[config.mk]
export PLATFORM = sky130hd
export DESIGN_NAME = ddrte_enforcer
export DESIGN_NICKNAME = d
export VERILOG_FILES = /design/src/rtl/ddrte_pkg.sv /design/src/rtl/ddrte_bank_timer.sv /design/src/rtl/ddrte_enforcer.sv
export SDC_FILE = /design/constraint.sdc
export NUM_CORES = 1
export LEC_CHECK = 0
export BUFFER_PORTS_ARGS = -buffer_cell sky130_fd_sc_hd__clkbuf_2
export CAP_MARGIN = 20
export CORE_MARGIN = 5
export CORE_UTILIZATION = 62
export DETAILED_ROUTE_END_ITERATION = 6
export MAX_ROUTING_LAYER = met4
export PLACE_DENSITY = 0.8
export SLEW_MARGIN = 0
export SYNTH_ARGS = -nofsm -noshare
export SYNTH_HDL_FRONTEND = slang
export SYNTH_SLANG_ARGS = --single-unit
export TNS_END_PERCENT = 100
[constraint.sdc]
create_clock -name CLK -period 3.7 [get_ports CLK]
set_input_delay 0.37 -clock CLK [delete_from_list [all_inputs] [get_ports CLK]]
set_output_delay 0.37 -clock CLK [all_outputs]
set_load 0.01 [all_outputs]
[src/rtl/ddrte_pkg.sv]
// constants, commands and register map of the ddr3 command timing enforcer
package ddrte_pkg;
	localparam int CLK_PERIOD_NS = 10;
	localparam int RESET_HOLD_US = 200;
	localparam int INIT_WAIT_US = 500;
	localparam int MODE_LOAD_GAP_NS = 15;
	localparam int ACT_TO_PRE_MIN_NS = 36;
	localparam int ACT_TO_ACCESS_NS = 15;
	localparam int PRECHARGE_PERIOD_NS = 15;
	localparam int REFRESH_INTERVAL_MAX_NS = 7800;
	localparam int REFRESH_CYCLE_NS = 110;
	localparam int WRITE_RECOVERY_NS = 15;
	// write to read delay in tenths of a memory clock
	localparam int WRITE_TO_READ_X10 = 40;
	localparam int RESET_HOLD_CYC_DEF =
		(RESET_HOLD_US * 1000 + CLK_PERIOD_NS - 1) / CLK_PERIOD_NS;
	localparam int INIT_CYC_DEF =
		(INIT_WAIT_US * 1000 + CLK_PERIOD_NS - 1) / CLK_PERIOD_NS;
	localparam int MRD_CYC =
		(MODE_LOAD_GAP_NS + CLK_PERIOD_NS - 1) / CLK_PERIOD_NS;
	localparam int RAS_CYC =
		(ACT_TO_PRE_MIN_NS + CLK_PERIOD_NS - 1) / CLK_PERIOD_NS;
	localparam int RCD_CYC =
		(ACT_TO_ACCESS_NS + CLK_PERIOD_NS - 1) / CLK_PERIOD_NS;
	localparam int RP_CYC =
		(PRECHARGE_PERIOD_NS + CLK_PERIOD_NS - 1) / CLK_PERIOD_NS;
	localparam int RFC_CYC =
		(REFRESH_CYCLE_NS + CLK_PERIOD_NS - 1) / CLK_PERIOD_NS;
	localparam int WR_CYC =
		(WRITE_RECOVERY_NS + CLK_PERIOD_NS - 1) / CLK_PERIOD_NS;
	// a longest time rounds down
	localparam int REFI_CYC = REFRESH_INTERVAL_MAX_NS / CLK_PERIOD_NS;
	localparam int WTR_MCK = (WRITE_TO_READ_X10 + 9) / 10;
	localparam int REF_GUARD_CYC = 64;
	localparam int BURST_MCK = 4;
	localparam int NUM_BANKS = 8;
	localparam logic [3:0] RL_MIN = 4'h5;
	localparam logic [3:0] RL_MAX = 4'hA;
	localparam logic [3:0] WL_MIN = 4'h5;
	localparam logic [3:0] WL_MAX = 4'h8;
	localparam logic [7:0] REG_CTRL = 8'h00;
	localparam logic [7:0] REG_STATUS = 8'h04;
	localparam logic [7:0] REG_REFCNT = 8'h08;
	localparam int CTRL_USER_REF_BIT = 0;
	localparam int CTRL_RL_LSB = 4;
	localparam int CTRL_WL_LSB = 8;
	localparam logic CTRL_USER_REF_RST = 1'b0;
	localparam logic [3:0] CTRL_RL_RST = 4'h5;
	localparam logic [3:0] CTRL_WL_RST = 4'h5;
	typedef enum logic [2:0] {
		C_NOP = 3'b000,
		C_MRS = 3'b001,
		C_ACT = 3'b010,
		C_PRE = 3'b011,
		C_REF = 3'b100,
		C_RD  = 3'b101,
		C_WR  = 3'b110
	} ddrte_cmd_t;
	typedef enum logic [1:0] {
		S_RESET = 2'b00,
		S_INIT  = 2'b01,
		S_RUN   = 2'b10
	} ddrte_state_t;
endpackage

[src/rtl/ddrte_bank_timer.sv]
// per-bank activate, precharge and write recovery timers
`timescale 1ns/10ps
module ddrte_bank_timer
	import ddrte_pkg::*;
(
	input  wire logic       clk,
	input  wire logic       rst,
	input  wire logic       mck_rise,
	input  wire logic       act,
	input  wire logic       pre,
	input  wire logic       rd,
	input  wire logic       wr,
	input  wire logic [3:0] wl,
	output logic            act_ok,
	output logic            pre_ok,
	output logic            rw_ok,
	output logic            rd_ok,
	output logic            quiet
);
	logic [7:0] ras_cnt;
	logic [7:0] rcd_cnt;
	logic [7:0] rp_cnt;
	logic [7:0] wr_cnt;
	logic [3:0] wtr_cnt;
	logic [4:0] wend_cnt;
	logic [7:0] s_act;
	logic [7:0] s_pre;
	logic [7:0] s_wend;
	logic [3:0] m_wend;
	wire        wend = mck_rise && wend_cnt == 5'h01;

	always_ff @(posedge clk) begin
		if (rst) begin
			ras_cnt <= 8'h00;
			rcd_cnt <= 8'h00;
			rp_cnt <= 8'h00;
			wr_cnt <= 8'h00;
			wtr_cnt <= 4'h0;
			wend_cnt <= 5'h00;
		end else begin
			ras_cnt <= act ? 8'(RAS_CYC - 1) : ras_cnt - {7'h00, ras_cnt != 0};
			rcd_cnt <= act ? 8'(RCD_CYC - 1) : rcd_cnt - {7'h00, rcd_cnt != 0};
			rp_cnt <= pre ? 8'(RP_CYC - 1) : rp_cnt - {7'h00, rp_cnt != 0};
			// write ends after latency plus burst, in memory clocks
			wend_cnt <= wr ? 5'({1'b0, wl} + 5'(BURST_MCK)) :
				wend_cnt - {4'h0, mck_rise && wend_cnt != 0};
			wr_cnt <= wend ? 8'(WR_CYC - 1) : wr_cnt - {7'h00, wr_cnt != 0};
			wtr_cnt <= wend ? 4'(WTR_MCK) :
				wtr_cnt - {3'h0, mck_rise && wtr_cnt != 0};
		end
	end

	assign act_ok = rp_cnt == 8'h00;
	assign rw_ok = rcd_cnt == 8'h00 && rp_cnt == 8'h00;
	assign rd_ok = rw_ok && wend_cnt == 5'h00 && wtr_cnt == 4'h0;
	assign pre_ok = ras_cnt == 8'h00 && wend_cnt == 5'h00 && wr_cnt == 8'h00;
	assign quiet = act_ok && wend_cnt == 5'h00 && wr_cnt == 8'h00;

	// helpers for the checks below only
	always_ff @(posedge clk) begin
		if (rst) begin
			s_act <= 8'hFF;
			s_pre <= 8'hFF;
			s_wend <= 8'hFF;
			m_wend <= 4'hF;
		end else begin
			s_act <= act ? 8'h01 : s_act + {7'h00, s_act != 8'hFF};
			s_pre <= pre ? 8'h01 : s_pre + {7'h00, s_pre != 8'hFF};
			s_wend <= wend ? 8'h01 : s_wend + {7'h00, s_wend != 8'hFF};
			m_wend <= wend ? 4'h0 :
				m_wend + {3'h0, mck_rise && m_wend != 4'hF};
		end
	end
endmodule

[src/rtl/ddrte_enforcer.sv]
// ddr3 command timing enforcer between scheduler and memory
// Summary of operation
// hold memory reset for the reset-hold time before the first mode load.
// after reset release, send nothing until the init wait has passed.
// after a mode register load, wait the mode load gap for any command.
// no precharge of a bank before activate-to-precharge minimum has passed.
// no read or write to a bank before activate-to-access delay elapses.
// no access to a bank before its precharge period has elapsed.
// refresh on its own within the max interval unless user refresh is on; a bank still busy REF_GUARD_CYC cycles after it falls due delays it past.
// after auto-refresh, no command at all until refresh cycle time passes.
// after a write ends, wait write recovery time before precharging a bank.
// after a write ends, wait write-to-read delay before reading that bank.
// write-to-read delay held in whole memory clocks, fractions rounded up.
// read data expected a set read latency, five to ten memory clocks.
// write data presented a set write latency, five to eight memory clocks.
// minimum times converted to clock counts with the clock period, rounding up.
// each bank has its own timers, so banks delay each other only while a due refresh waits for all banks to be quiet.
//
// The register addresses and strobed register access are this design's own decisions.
`timescale 1ns/10ps
module ddrte_enforcer
	import ddrte_pkg::*;
#(
	parameter int RESET_HOLD_CYC = RESET_HOLD_CYC_DEF,
	parameter int INIT_CYC       = INIT_CYC_DEF
)(
	input  wire logic        CLK,
	input  wire logic        RST,
	input  wire logic        MCK,
	input  wire logic [7:0]  ADDR,
	input  wire logic [31:0] WDATA,
	input  wire logic        WR,
	input  wire logic        RD,
	output logic      [31:0] RDATA,
	input  wire logic        CMD_VALID,
	input  wire logic [2:0]  CMD_CODE,
	input  wire logic [2:0]  CMD_BANK,
	output logic             CMD_READY,
	output logic             MEM_RESET_N,
	output logic             MEM_CMD_VALID,
	output logic      [2:0]  MEM_CMD,
	output logic      [2:0]  MEM_BANK,
	output logic             RD_DATA_DUE,
	output logic             WR_DATA_DUE,
	output logic             INIT_DONE
);
	ddrte_state_t           state;
	ddrte_state_t           next_state;
	logic [23:0]            phase_cnt;
	logic [7:0]             gap_cnt;
	logic [15:0]            ref_age;
	logic [15:0]            ref_cnt;
	logic                   user_ref;
	logic [3:0]             rl;
	logic [3:0]             wl;
	logic                   mck_s1;
	logic                   mck_s2;
	logic                   mck_s3;
	logic                   mck_lvl;
	logic [15:0]            rd_pipe;
	logic [15:0]            wr_pipe;
	logic                   rd_pend;
	logic                   wr_pend;
	logic [NUM_BANKS-1:0]   act_ok;
	logic [NUM_BANKS-1:0]   pre_ok;
	logic [NUM_BANKS-1:0]   rw_ok;
	logic [NUM_BANKS-1:0]   rd_ok;
	logic [NUM_BANKS-1:0]   quiet;
	logic [31:0]            rd_mux;

	// memory clock sampled; an edge counts once stages two and three agree
	wire mck_agree = mck_s2 == mck_s3;
	wire mck_rise = mck_agree && mck_s3 && !mck_lvl;

	always_ff @(posedge CLK) begin
		if (RST) begin
			mck_s1 <= 1'b0;
			mck_s2 <= 1'b0;
			mck_s3 <= 1'b0;
			mck_lvl <= 1'b0;
		end else begin
			mck_s1 <= MCK;
			mck_s2 <= mck_s1;
			mck_s3 <= mck_s2;
			mck_lvl <= mck_agree ? mck_s3 : mck_lvl;
		end
	end

	// power-up sequencing
	wire hold_done = int'(phase_cnt) + 1 >= RESET_HOLD_CYC;
	wire init_done = int'(phase_cnt) + 1 >= INIT_CYC;

	always_comb begin
		next_state = state;
		case (state)
			S_RESET: begin
				if (hold_done)
					next_state = S_INIT;
			end
			S_INIT: begin
				if (init_done)
					next_state = S_RUN;
			end
			S_RUN: next_state = S_RUN;
			default: next_state = S_RESET;
		endcase
	end

	always_ff @(posedge CLK) begin
		if (RST) begin
			state <= S_RESET;
			phase_cnt <= 24'h000000;
			MEM_RESET_N <= 1'b0;
			INIT_DONE <= 1'b0;
		end else begin
			state <= next_state;
			phase_cnt <= (next_state != state) ? 24'h000000 :
				phase_cnt + {23'h000000, phase_cnt != 24'hFFFFFF};
			MEM_RESET_N <= state != S_RESET;
			INIT_DONE <= state == S_RUN;
		end
	end

	// command gating
	wire       glob_ok = state == S_RUN && gap_cnt == 8'h00;
	wire       all_quiet = &quiet;
	// raised early so a bank stalled under REF_GUARD_CYC cycles cannot push the gap past the maximum
	wire       ref_due = !user_ref &&
		int'(ref_age) >= REFI_CYC - REF_GUARD_CYC;
	wire       auto_ref = ref_due && glob_ok && all_quiet;
	wire       is_mrs = CMD_CODE == C_MRS;
	wire       is_act = CMD_CODE == C_ACT;
	wire       is_pre = CMD_CODE == C_PRE;
	wire       is_ref = CMD_CODE == C_REF;
	wire       is_rd = CMD_CODE == C_RD;
	wire       is_wr = CMD_CODE == C_WR;
	wire       is_nop = CMD_CODE == C_NOP;
	wire       cmd_ok = is_mrs || is_nop ||
		(is_act && act_ok[CMD_BANK]) ||
		(is_pre && pre_ok[CMD_BANK]) ||
		(is_ref && all_quiet) ||
		(is_rd && rd_ok[CMD_BANK]) ||
		(is_wr && rw_ok[CMD_BANK]);
	assign CMD_READY = glob_ok && !ref_due && cmd_ok;
	wire       issue_user = CMD_VALID && CMD_READY && !is_nop;
	wire       issue = auto_ref || issue_user;
	wire [2:0] next_cmd = auto_ref ? C_REF : CMD_CODE;
	wire [2:0] next_bank = auto_ref ? 3'h0 : CMD_BANK;
	wire       iss_mrs = issue && next_cmd == C_MRS;
	wire       iss_ref = issue && next_cmd == C_REF;
	wire       iss_rd = issue && next_cmd == C_RD;
	wire       iss_wr = issue && next_cmd == C_WR;

	always_ff @(posedge CLK) begin
		if (RST) begin
			MEM_CMD_VALID <= 1'b0;
			MEM_CMD <= C_NOP;
			MEM_BANK <= 3'h0;
			gap_cnt <= 8'h00;
			ref_age <= 16'h0000;
			ref_cnt <= 16'h0000;
		end else begin
			MEM_CMD_VALID <= issue;
			MEM_CMD <= issue ? next_cmd : C_NOP;
			MEM_BANK <= issue ? next_bank : 3'h0;
			if (iss_mrs)
				gap_cnt <= 8'(MRD_CYC - 1);
			else if (iss_ref)
				gap_cnt <= 8'(RFC_CYC - 1);
			else
				gap_cnt <= gap_cnt - {7'h00, gap_cnt != 8'h00};
			if (iss_ref || state != S_RUN)
				ref_age <= 16'h0000;
			else
				ref_age <= ref_age + {15'h0000, ref_age != 16'hFFFF};
			ref_cnt <= ref_cnt + {15'h0000, iss_ref};
		end
	end

	// one timer set per bank
	for (genvar b = 0; b < NUM_BANKS; b++) begin : g_bank
		wire hit = issue && next_bank == 3'(b);
		ddrte_bank_timer u_timer (
			.clk      (CLK),
			.rst      (RST),
			.mck_rise (mck_rise),
			.act      (hit && next_cmd == C_ACT),
			.pre      (hit && next_cmd == C_PRE),
			.rd       (hit && next_cmd == C_RD),
			.wr       (hit && next_cmd == C_WR),
			.wl       (wl),
			.act_ok   (act_ok[b]),
			.pre_ok   (pre_ok[b]),
			.rw_ok    (rw_ok[b]),
			.rd_ok    (rd_ok[b]),
			.quiet    (quiet[b])
		);
	end

	// latency pipes step on memory clock edges
	always_ff @(posedge CLK) begin
		if (RST) begin
			rd_pipe <= 16'h0000;
			wr_pipe <= 16'h0000;
			rd_pend <= 1'b0;
			wr_pend <= 1'b0;
			RD_DATA_DUE <= 1'b0;
			WR_DATA_DUE <= 1'b0;
		end else begin
			rd_pend <= !mck_rise && (rd_pend || iss_rd);
			wr_pend <= !mck_rise && (wr_pend || iss_wr);
			if (mck_rise) begin
				rd_pipe <= {rd_pipe[14:0], rd_pend || iss_rd};
				wr_pipe <= {wr_pipe[14:0], wr_pend || iss_wr};
			end
			RD_DATA_DUE <= mck_rise && rd_pipe[rl - 4'h1];
			WR_DATA_DUE <= mck_rise && wr_pipe[wl - 4'h1];
		end
	end

	// register port
	wire [3:0] wd_rl = WDATA[CTRL_RL_LSB +: 4];
	wire [3:0] wd_wl = WDATA[CTRL_WL_LSB +: 4];
	wire [3:0] next_rl = wd_rl < RL_MIN ? RL_MIN :
		(wd_rl > RL_MAX ? RL_MAX : wd_rl);
	wire [3:0] next_wl = wd_wl < WL_MIN ? WL_MIN :
		(wd_wl > WL_MAX ? WL_MAX : wd_wl);
	wire       wr_ctrl = WR && ADDR == REG_CTRL;
	wire [31:0] ctrl_val = {20'h00000, wl, rl, 3'h0, user_ref};
	wire [31:0] stat_val = {16'h0000, quiet, 3'h0, ref_due,
		gap_cnt != 8'h00, 1'b0, state};

	always_comb begin
		case (ADDR)
			REG_CTRL: rd_mux = ctrl_val;
			REG_STATUS: rd_mux = stat_val;
			REG_REFCNT: rd_mux = {16'h0000, ref_cnt};
			default: rd_mux = 32'h00000000;
		endcase
	end

	always_ff @(posedge CLK) begin
		if (RST) begin
			user_ref <= CTRL_USER_REF_RST;
			rl <= CTRL_RL_RST;
			wl <= CTRL_WL_RST;
			RDATA <= 32'h00000000;
		end else begin
			if (wr_ctrl) begin
				user_ref <= WDATA[CTRL_USER_REF_BIT];
				rl <= next_rl;
				wl <= next_wl;
			end
			RDATA <= RD ? rd_mux : 32'h00000000;
		end
	end

	// helpers for the checks below only
	logic [23:0] rst_low;
	logic [23:0] since_rel;
	logic [7:0]  since_cmd;
	logic [2:0]  last_cmd;
	logic [15:0] ref_gap;

	always_ff @(posedge CLK) begin
		if (RST) begin
			rst_low <= 24'h000000;
			since_rel <= 24'h000000;
			since_cmd <= 8'hFF;
			last_cmd <= C_NOP;
			ref_gap <= 16'h0000;
		end else begin
			rst_low <= MEM_RESET_N ? 24'h000000 :
				rst_low + {23'h000000, rst_low != 24'hFFFFFF};
			since_rel <= !MEM_RESET_N ? 24'h000000 :
				since_rel + {23'h000000, since_rel != 24'hFFFFFF};
			since_cmd <= MEM_CMD_VALID ? 8'h01 :
				since_cmd + {7'h00, since_cmd != 8'hFF};
			last_cmd <= MEM_CMD_VALID ? MEM_CMD : last_cmd;
			ref_gap <= (!INIT_DONE || (MEM_CMD_VALID && MEM_CMD == C_REF)) ?
				16'h0000 : ref_gap + {15'h0000, ref_gap != 16'hFFFF};
		end
	end
endmodule

Word level (Yosys, flattened, before mapping)
Index checks and enable logic that the tools add are counted.
W data, S select, Z words.
{ "op_classes": {"reduce_logical": 285, "bitwise": 2, "n_eq_ne": 36, "mux": 72, "order_cmp": 10, "multipliers": 0, "shifts": 0, "n_addsub": 56, "div_mod_pow": 0} }
{ "ops": {"columns": ["operator", "count"], "rows": [
  ["$logic_not A8 Y1", 34],
  ["$reduce_bool A8 Y1", 33],
  ["$sub A8 B1 Y8", 33],
  ["$logic_and A1 B1 Y1", 136],
  ["$reduce_or A2 Y1", 29],
  ["$pmux W16 S3", 1],
  ["$eq A5 B1 Y1 const B", 8],
  ["$logic_not A5 Y1", 8],
  ["$mux W5", 8],
  ["$reduce_bool A5 Y1", 8],
  ["$sub A5 B1 Y5", 8],
  ["$add A16 B1 Y16", 2],
  ["$ge A32 B16 Y1 const B", 1],
  ["$logic_not A4 Y1", 8],
  ["$reduce_bool A4 Y1", 8],
  ["$sub A4 B1 Y4", 8],
  ["$mux W1", 31],
  ["$eq A3 B3 Y1 const B", 10],
  ["$mux W3", 10],
  ["$add A24 B1 Y25 const B", 1],
  ["$ge A25 B16 Y1 const B", 1],
  ["$add A24 B1 Y24", 1],
  ["$ne A24 B24 Y1 const B", 1],
  ["$mux W2", 10],
  ["29 further kinds", 63]
]} }
{ "totals": {"latch_bits": 0, "romBits": 0, "word_cells": 575, "ff_bits": 484, "mem_count": 0, "input_bits": 52, "ram_bits": 0} }

Depth between registers and ports, before layout
{ "depth": {"ltp_word": 17, "depth_mapped": 15, "ltp_nobuf": 13} }

Modules after synthesis
A second synthesis with hierarchy kept.
{ "unflattened": {"hier_cells": 2567, "hier_area_um2": 22594.2} }
{ "by_module_without_submodules": {"columns": ["module", "seq_area_each_um2", "area_each_um2", "n_inst", "cells_per_inst"], "rows": [
  ["ddrte_bank_timer at g_bank[1].u_timer ...", 820.8, 1889.3, 6, 208],
  ["ddrte_enforcer", 2802.7, 7492.2, 1, 903],
  ["ddrte_bank_timer at g_bank[0].u_timer ...", 820.8, 1883.1, 2, 208]
]} }

Least setup slack after synthesis
Ideal clock, no wire load.
{ "synth_timing": {"path_type": "register to register", "from": "register g_bank[4].u_timer.wr_cnt[2]", "to": "register ref_cnt[13]", "n_path_buf": 1, "slack_ps": 412, "stages_incl_launch_ff": 15, "t_arrival_ps": 3161, "setup_ps": 128, "cell_sequence": "dfxtp_1 nor4_2 nand4_1 nor4_1 nand4_1 nor3_1 nor3_1 or4_1 nand2_1 ha_1 and3_1 clkbuf_1 nand4_1 xor2_1 nor2_1"} }
{ "synth_via": {"elab_chain_cells": 15, "elab_cells_between_ends": 21, "classes_between": "1 x add/sub; 1 x eq/ne; 3 x mux; 16 x reduce/logical"} }
{ "synth_lines": {"columns": ["item", "line_no", "text"], "rows": [
  ["from (decl)", "ddrte_bank_timer.sv:23", "logic [7:0] wr_cnt;"],
  ["from (signal assigned)", "ddrte_bank_timer.sv:47", "wr_cnt <= wend ? 8'(WR_CYC - 1) : wr_cnt - {7'h00, wr_cnt != 0};"],
  ["$logic_not A8 Y1 *", "ddrte_bank_timer.sv:56, ddrte_bank_timer.sv:57", null],
  ["$logic_and A1 B1 Y1", "ddrte_bank_timer.sv:56", "assign pre_ok = ras_cnt == 8'h00 && wend_cnt == 5'h00 && wr_cnt == 8'h00;"],
  ["$bmux W1 S3", "ddrte_enforcer.sv:140", "(is_pre && pre_ok[CMD_BANK]) ||"],
  ["$mux W1 (implied by the code)", "ddrte_enforcer.sv:140", null],
  ["$logic_and A1 B1 Y1", "ddrte_enforcer.sv:140", null],
  ["$logic_or A1 B1 Y1", "ddrte_enforcer.sv:139", "(is_act && act_ok[CMD_BANK]) ||"],
  ["$logic_or A1 B1 Y1", "ddrte_enforcer.sv:140", null],
  ["$logic_or A1 B1 Y1", "ddrte_enforcer.sv:141", "(is_ref && all_quiet) ||"],
  ["$logic_or A1 B1 Y1", "ddrte_enforcer.sv:142", "(is_rd && rd_ok[CMD_BANK]) ||"],
  ["$logic_and A1 B1 Y1", "ddrte_enforcer.sv:144", "assign CMD_READY = glob_ok && !ref_due && cmd_ok;"],
  ["$logic_and A1 B1 Y1 (2 in a row)", "ddrte_enforcer.sv:145", "wire issue_user = CMD_VALID && CMD_READY && !is_nop;"],
  ["$logic_or A1 B1 Y1", "ddrte_enforcer.sv:146", "wire issue = auto_ref || issue_user;"],
  ["$logic_and A1 B1 Y1 *", "ddrte_enforcer.sv:150", "wire iss_ref = issue && next_cmd == C_REF;"],
  ["$add A16 B1 Y16 *", "ddrte_enforcer.sv:176", "ref_cnt <= ref_cnt + {15'h0000, iss_ref};"],
  ["to (signal assigned)", "ddrte_enforcer.sv:176", null],
  ["to (decl)", "ddrte_enforcer.sv:52", "logic [15:0] ref_cnt;"]
]} }
Every way passes the cells marked *; elsewhere a longest branch is shown, timed or not. The select of a mux whose other input is x is not followed.
A chain may end at the register's enable or synchronous reset.

Final worst setup path
{ "layout_timing": {"from": "register g_bank[4].u_timer.wtr_cnt[1]", "to": "register ref_cnt[13]"} }
{ "layout_via": {"elab_chain_cells": 13} }
{ "layout_lines": {"columns": ["item", "line_no", "text"], "rows": [
  ["from (decl)", "ddrte_bank_timer.sv:24", "logic [3:0] wtr_cnt;"],
  ["from (signal assigned)", "ddrte_bank_timer.sv:48", "wtr_cnt <= wend ? 4'(WTR_MCK) :"],
  ["$logic_not A4 Y1", "ddrte_bank_timer.sv:55", "assign rd_ok = rw_ok && wend_cnt == 5'h00 && wtr_cnt == 4'h0;"],
  ["$logic_and A1 B1 Y1", "ddrte_bank_timer.sv:55", null],
  ["$bmux W1 S3", "ddrte_enforcer.sv:142", null],
  ["$mux W1 (implied by the code)", "ddrte_enforcer.sv:142", null],
  ["$logic_and A1 B1 Y1", "ddrte_enforcer.sv:142", null],
  ["$logic_or A1 B1 Y1", "ddrte_enforcer.sv:141", null],
  ["$logic_or A1 B1 Y1", "ddrte_enforcer.sv:142", null],
  ["$logic_and A1 B1 Y1", "ddrte_enforcer.sv:144", null],
  ["$logic_and A1 B1 Y1 (2 in a row)", "ddrte_enforcer.sv:145", null],
  ["$logic_or A1 B1 Y1", "ddrte_enforcer.sv:146", null],
  ["$logic_and A1 B1 Y1", "ddrte_enforcer.sv:150", null],
  ["$add A16 B1 Y16", "ddrte_enforcer.sv:176", null]
]} }
No other way between the ends. The select of a mux whose other input is x is not followed.

==> impl_metrics.csv <==
group,metric,value,unit
outcome,status,"complete, no violations",
critical_path,ff2ff_path_depth,13,
logic_synthesis,yosysTopAreaCell,"dfxtp_1",
timing,min_period_over_period,98.3,%
critical_path,worstSetupPathType,"reg -> reg",
routing,dr_total_vias,18100,
floorplanning,die_y,197,µm
logic_synthesis,synth_top_area_share,43.0,%
routing,drc,0,
critical_path,slowest_delay,0.56,ns
min_path,worstHoldStart,"WDATA[6]",
critical_path,rr_startpoint,"g_bank[4].u_timer.wtr_cnt[1]$_SDFF_PP0_",
routing,wire_per_inst,16.4,µm
pwr,p_per_area,794,nW/µm²
pwr,ir_drop,481,µV
logic_synthesis,yosys_warnings,0,
pwr,p_sw_share,36.0,%
logic_synthesis,synth_cell_type_count,74,
clocking,cts_tree,"done",
min_path,hold_path_depth,3,
logic_synthesis,syn_avg_cell_area,8.56,µm²
finish,drive_gt1_share,10.6,%
floorplanning,fp.dieW,197,µm
clocking,clock-sinks,468,
pwr,p_leak,0.00972,µW
min_path,holdPathEnd,"rl[1]$_SDFFE_PP0P_",
timing,finalHoldViolCount,0,
floorplanning,start_util,62.9,%
timing,holdWs,0.0848,ns
finish,final_common_cell,"nor2_1",
logic_synthesis,ys_seq_elements,468,
timing,fin_crit,3.64,ns
global_routing,grt_usage,26.9,%
routing,first_pass_iters,5,
clocking,cts_buffer_depth,3,
critical_path,crit_path_cell_trace,"or4_4 -> nor4b_2 -> a311o_1 -> nand3_1 -> o41ai_2 -> nor3_2 -> or4_1 -> nand2_1 -> ha_2 -> and3_4 -> nand4_1 -> xor2_1 -> nor2_1",
global_routing,met2_usage,44.9,%
finish,stdcell_area,24500,µm²
clocking,numCtsBuffers,48,
logic_synthesis,synthCells,2544,
timing,setup_violations,0,
pwr,intPower,12500,µW
global_routing,grt_pass1_wl,85700,µm
pwr,clockPowerShare,25.0,%
timing,fmax,0.275,GHz
routing,ant_nets,0,
finish,mostFrequentLayoutCells,"nor2_1, dfxtp_1, nand2_1, xnor2_1, xor2_1",
finish,postLayoutCoreUtil,70.9,%
critical_path,path_max_fanout,7,
placed_design,place_area,22800,µm²
global_routing,grt_pass1_vias,18000,
logic_synthesis,synth_area,21800,µm²
routing,drtIter0Drc,1286,
critical_path,critPathSlowestCell,"or4_4",
clocking,clk_pin_slew_worst_paths,0.06,ns
logic_synthesis,synthTopCellsByArea,"dfxtp_1, nor2_1, ha_1",
critical_path,r2r_end,"ref_cnt[13]$_SDFF_PP0_",
global_routing,antenna_found_initial,0,
pwr,combPwrFrac,36.9,%
finish,syn2layout_area_growth,12.7,%
clocking,ctsRootBufferMaster,"clkbuf_16",
logic_synthesis,ys.flop_type,"dfxtp_1",
clocking,cts_max_level,2,
timing,drv_slew,0,
logic_synthesis,seq_area_frac_synth,43.0,%
logic_synthesis,synth-edff-count,0,
critical_path,critical_path_arrival,4.08,ns
timing,slew_headroom,25.0,%
finish,nNetsFinal,2801,
placed_design,routabilityCongestion,0.966,
clocking,clkLatencyLatePin,0.58,ns
finish,fillCellCount,2568,
pwr,p_total,19500,µW
timing,fin_tns_setup,0,ns
flow_run,drv_cap,0,
global_routing,use_met3,5.58,%
global_routing,grt_start_max_net_pins,128,
floorplanning,num_rows,68,
critical_path,end_kind,"flip-flop",
finish,antennaDiodeCount,0,
routing,drt-vias-per-instance,5.78,
pwr,p_seq_share,38.1,%
critical_path,reg2reg_setup_slack,0.06,ns
global_routing,busiest_layer,"met2",
critical_path,worstPathRequired,4.14,ns
timing,worst_pin_slew,1.12,ns
placed_design,io_buffers,56,
floorplanning,pin_count,96,
timing,skew,0.0210,ns
logic_synthesis,ys_async_sr_fraction,0,%
placed_design,dp_hpwl,35500,µm
critical_path,start_kind,"flip-flop",
pwr,switching_power,7010,µW
global_routing,gr-total-overflow,0,
global_routing,use_met1,32.7,%
floorplanning,core,34600,µm²
floorplanning,die_area,39000,µm²
routing,routed_wl,51400,µm
min_path,hp-class,"in -> reg",
power by group through the flow:
| stage | Clock, µW | Sequential [µW] | Combinational [µW] |
|---|---|---|---|
| after detailed placement | 0 | 7410 | 6960 |
| after global placement | 0 | 7320 | 6550 |
| after floorplan | 0 | 7200 | 5460 |
| after global routing | 5180 | 7580 | 8170 |
| after CTS | 4950 | 7350 | 7110 |
| final | 4870 | 7420 | 7180 |
Yosys cell counts (all sizes together), types with 4 or more instances:
library cell and count:
a31o 11, a21oi 117, a211oi 10, ha 109
o32a 5, dfxtp 468, nor4 132, and3 16
nor3b 15, a2111oi 4, o22a 6, xnor2 144
a41o 8, nor2 510, mux4 8, a22oi 4
o31ai 5, inv 119, nor4b 5, nor3 37
and2 6, or4 9, nand2b 21, clkbuf 54
nand3 80, a2bb2oi 33, nand2 287, nand4 30
o21ai 24, buf 46, nor2b 15, mux2i 14
xor2 143
per-stage QoR:
| step | std cells | worst slack [ns] |
|---|---|---|
| after global placement | 3041 | 0.0560 |
| final | 3129 | 0.0635 |
| after global routing | 3129 | -0.113 |
| after detailed placement | 3041 | -0.0339 |
| after CTS | 3127 | 0.000224 |
| after floorplan | 2559 | 0.412 |
registers in the layout (all words and copies together) (netlist names), 24 cells and up:
signal,cells
g_bank.u_timer.wtr_cnt,32
g_bank.u_timer.rcd_cnt,64
phase_cnt,24
g_bank.u_timer.wr_cnt,64
g_bank.u_timer.rp_cnt,64
g_bank.u_timer.ras_cnt,64
g_bank.u_timer.wend_cnt,40
critical path, delay by kind of cell, from the launching register on:
kind	cells	cell delay (ns)
XOR/XNOR	1	0.16
AO/OA/AOI/OAI	2	0.66
flip-flops	1	0.33
AND/OR/NAND/NOR	9	2.16
adder cells (fa/ha/maj)	1	0.21
layout make-up:
class / count / area [µm²] / area share (%)
inverter: 119 / 447 / 1.82
sequential: 468 / 9370 / 38.2
tap: 455 / 569 / 2.32
clock inverter: 17 / 230 / 0.938
clock buffer: 67 / 1350 / 5.51
multi-input combinational: 1872 / 11700 / 47.7
timing repair buffer: 131 / 867 / 3.53
metal layers:
layer	part of all wire, %	vias to the layer above
met3	6.4	130
met2	49	523
met4	3.2	0
li1	-	8804
met5	0	-
met1	42	8615
worst max-delay path by stage:
stage / cells past startpoint / slack (ns) / start / endpoint
floorplan: 14 / 0.41 / g_bank[4].u_timer.wr_cnt[2]$_SDFF_PP0_ / ref_cnt[13]$_SDFF_PP0_
global placement: 13 / 0.06 / g_bank[4].u_timer.wr_cnt[2]$_SDFF_PP0_ / ref_cnt[13]$_SDFF_PP0_
detailed placement: 13 / -0.03 / g_bank[5].u_timer.rcd_cnt[2]$_SDFF_PP0_ / ref_cnt[13]$_SDFF_PP0_
CTS: 13 / 0.0002 / g_bank[4].u_timer.wr_cnt[2]$_SDFF_PP0_ / ref_cnt[13]$_SDFF_PP0_
global route: 13 / -0.11 / g_bank[4].u_timer.wtr_cnt[1]$_SDFF_PP0_ / ref_cnt[13]$_SDFF_PP0_
finish: 13 / 0.06 / g_bank[4].u_timer.wtr_cnt[1]$_SDFF_PP0_ / ref_cnt[13]$_SDFF_PP0_
cell families (layout without fill, tap and decap cells):
group	Yosys count	count (layout)	synth area share [%]
other	1	16	0.0172
AO/OA/AOI/OAI	261	261	8.21
XOR/XNOR	287	287	11.5
AND/OR/NAND/NOR	1177	1177	25.2
flip-flops	468	468	43.0
buffers and inverters	219	334	4.27
multiplexers	22	22	1.47
adder cells (fa/ha/maj)	109	109	6.27
repair_timing:
| item | in CTS | in global routing |
|---|---|---|
| gates cloned | 0 | 0 |
| resized for setup | 2 | 28 |
| hold buffers | 2 | 0 |
| hold endpoints to repair | 2 | 0 |
| pin swaps | 0 | 4 |
| setup endpoints to repair | 2 | 17 |
| buffers inserted | 0 | 1 |
Power figures use the tool's default switching activity.
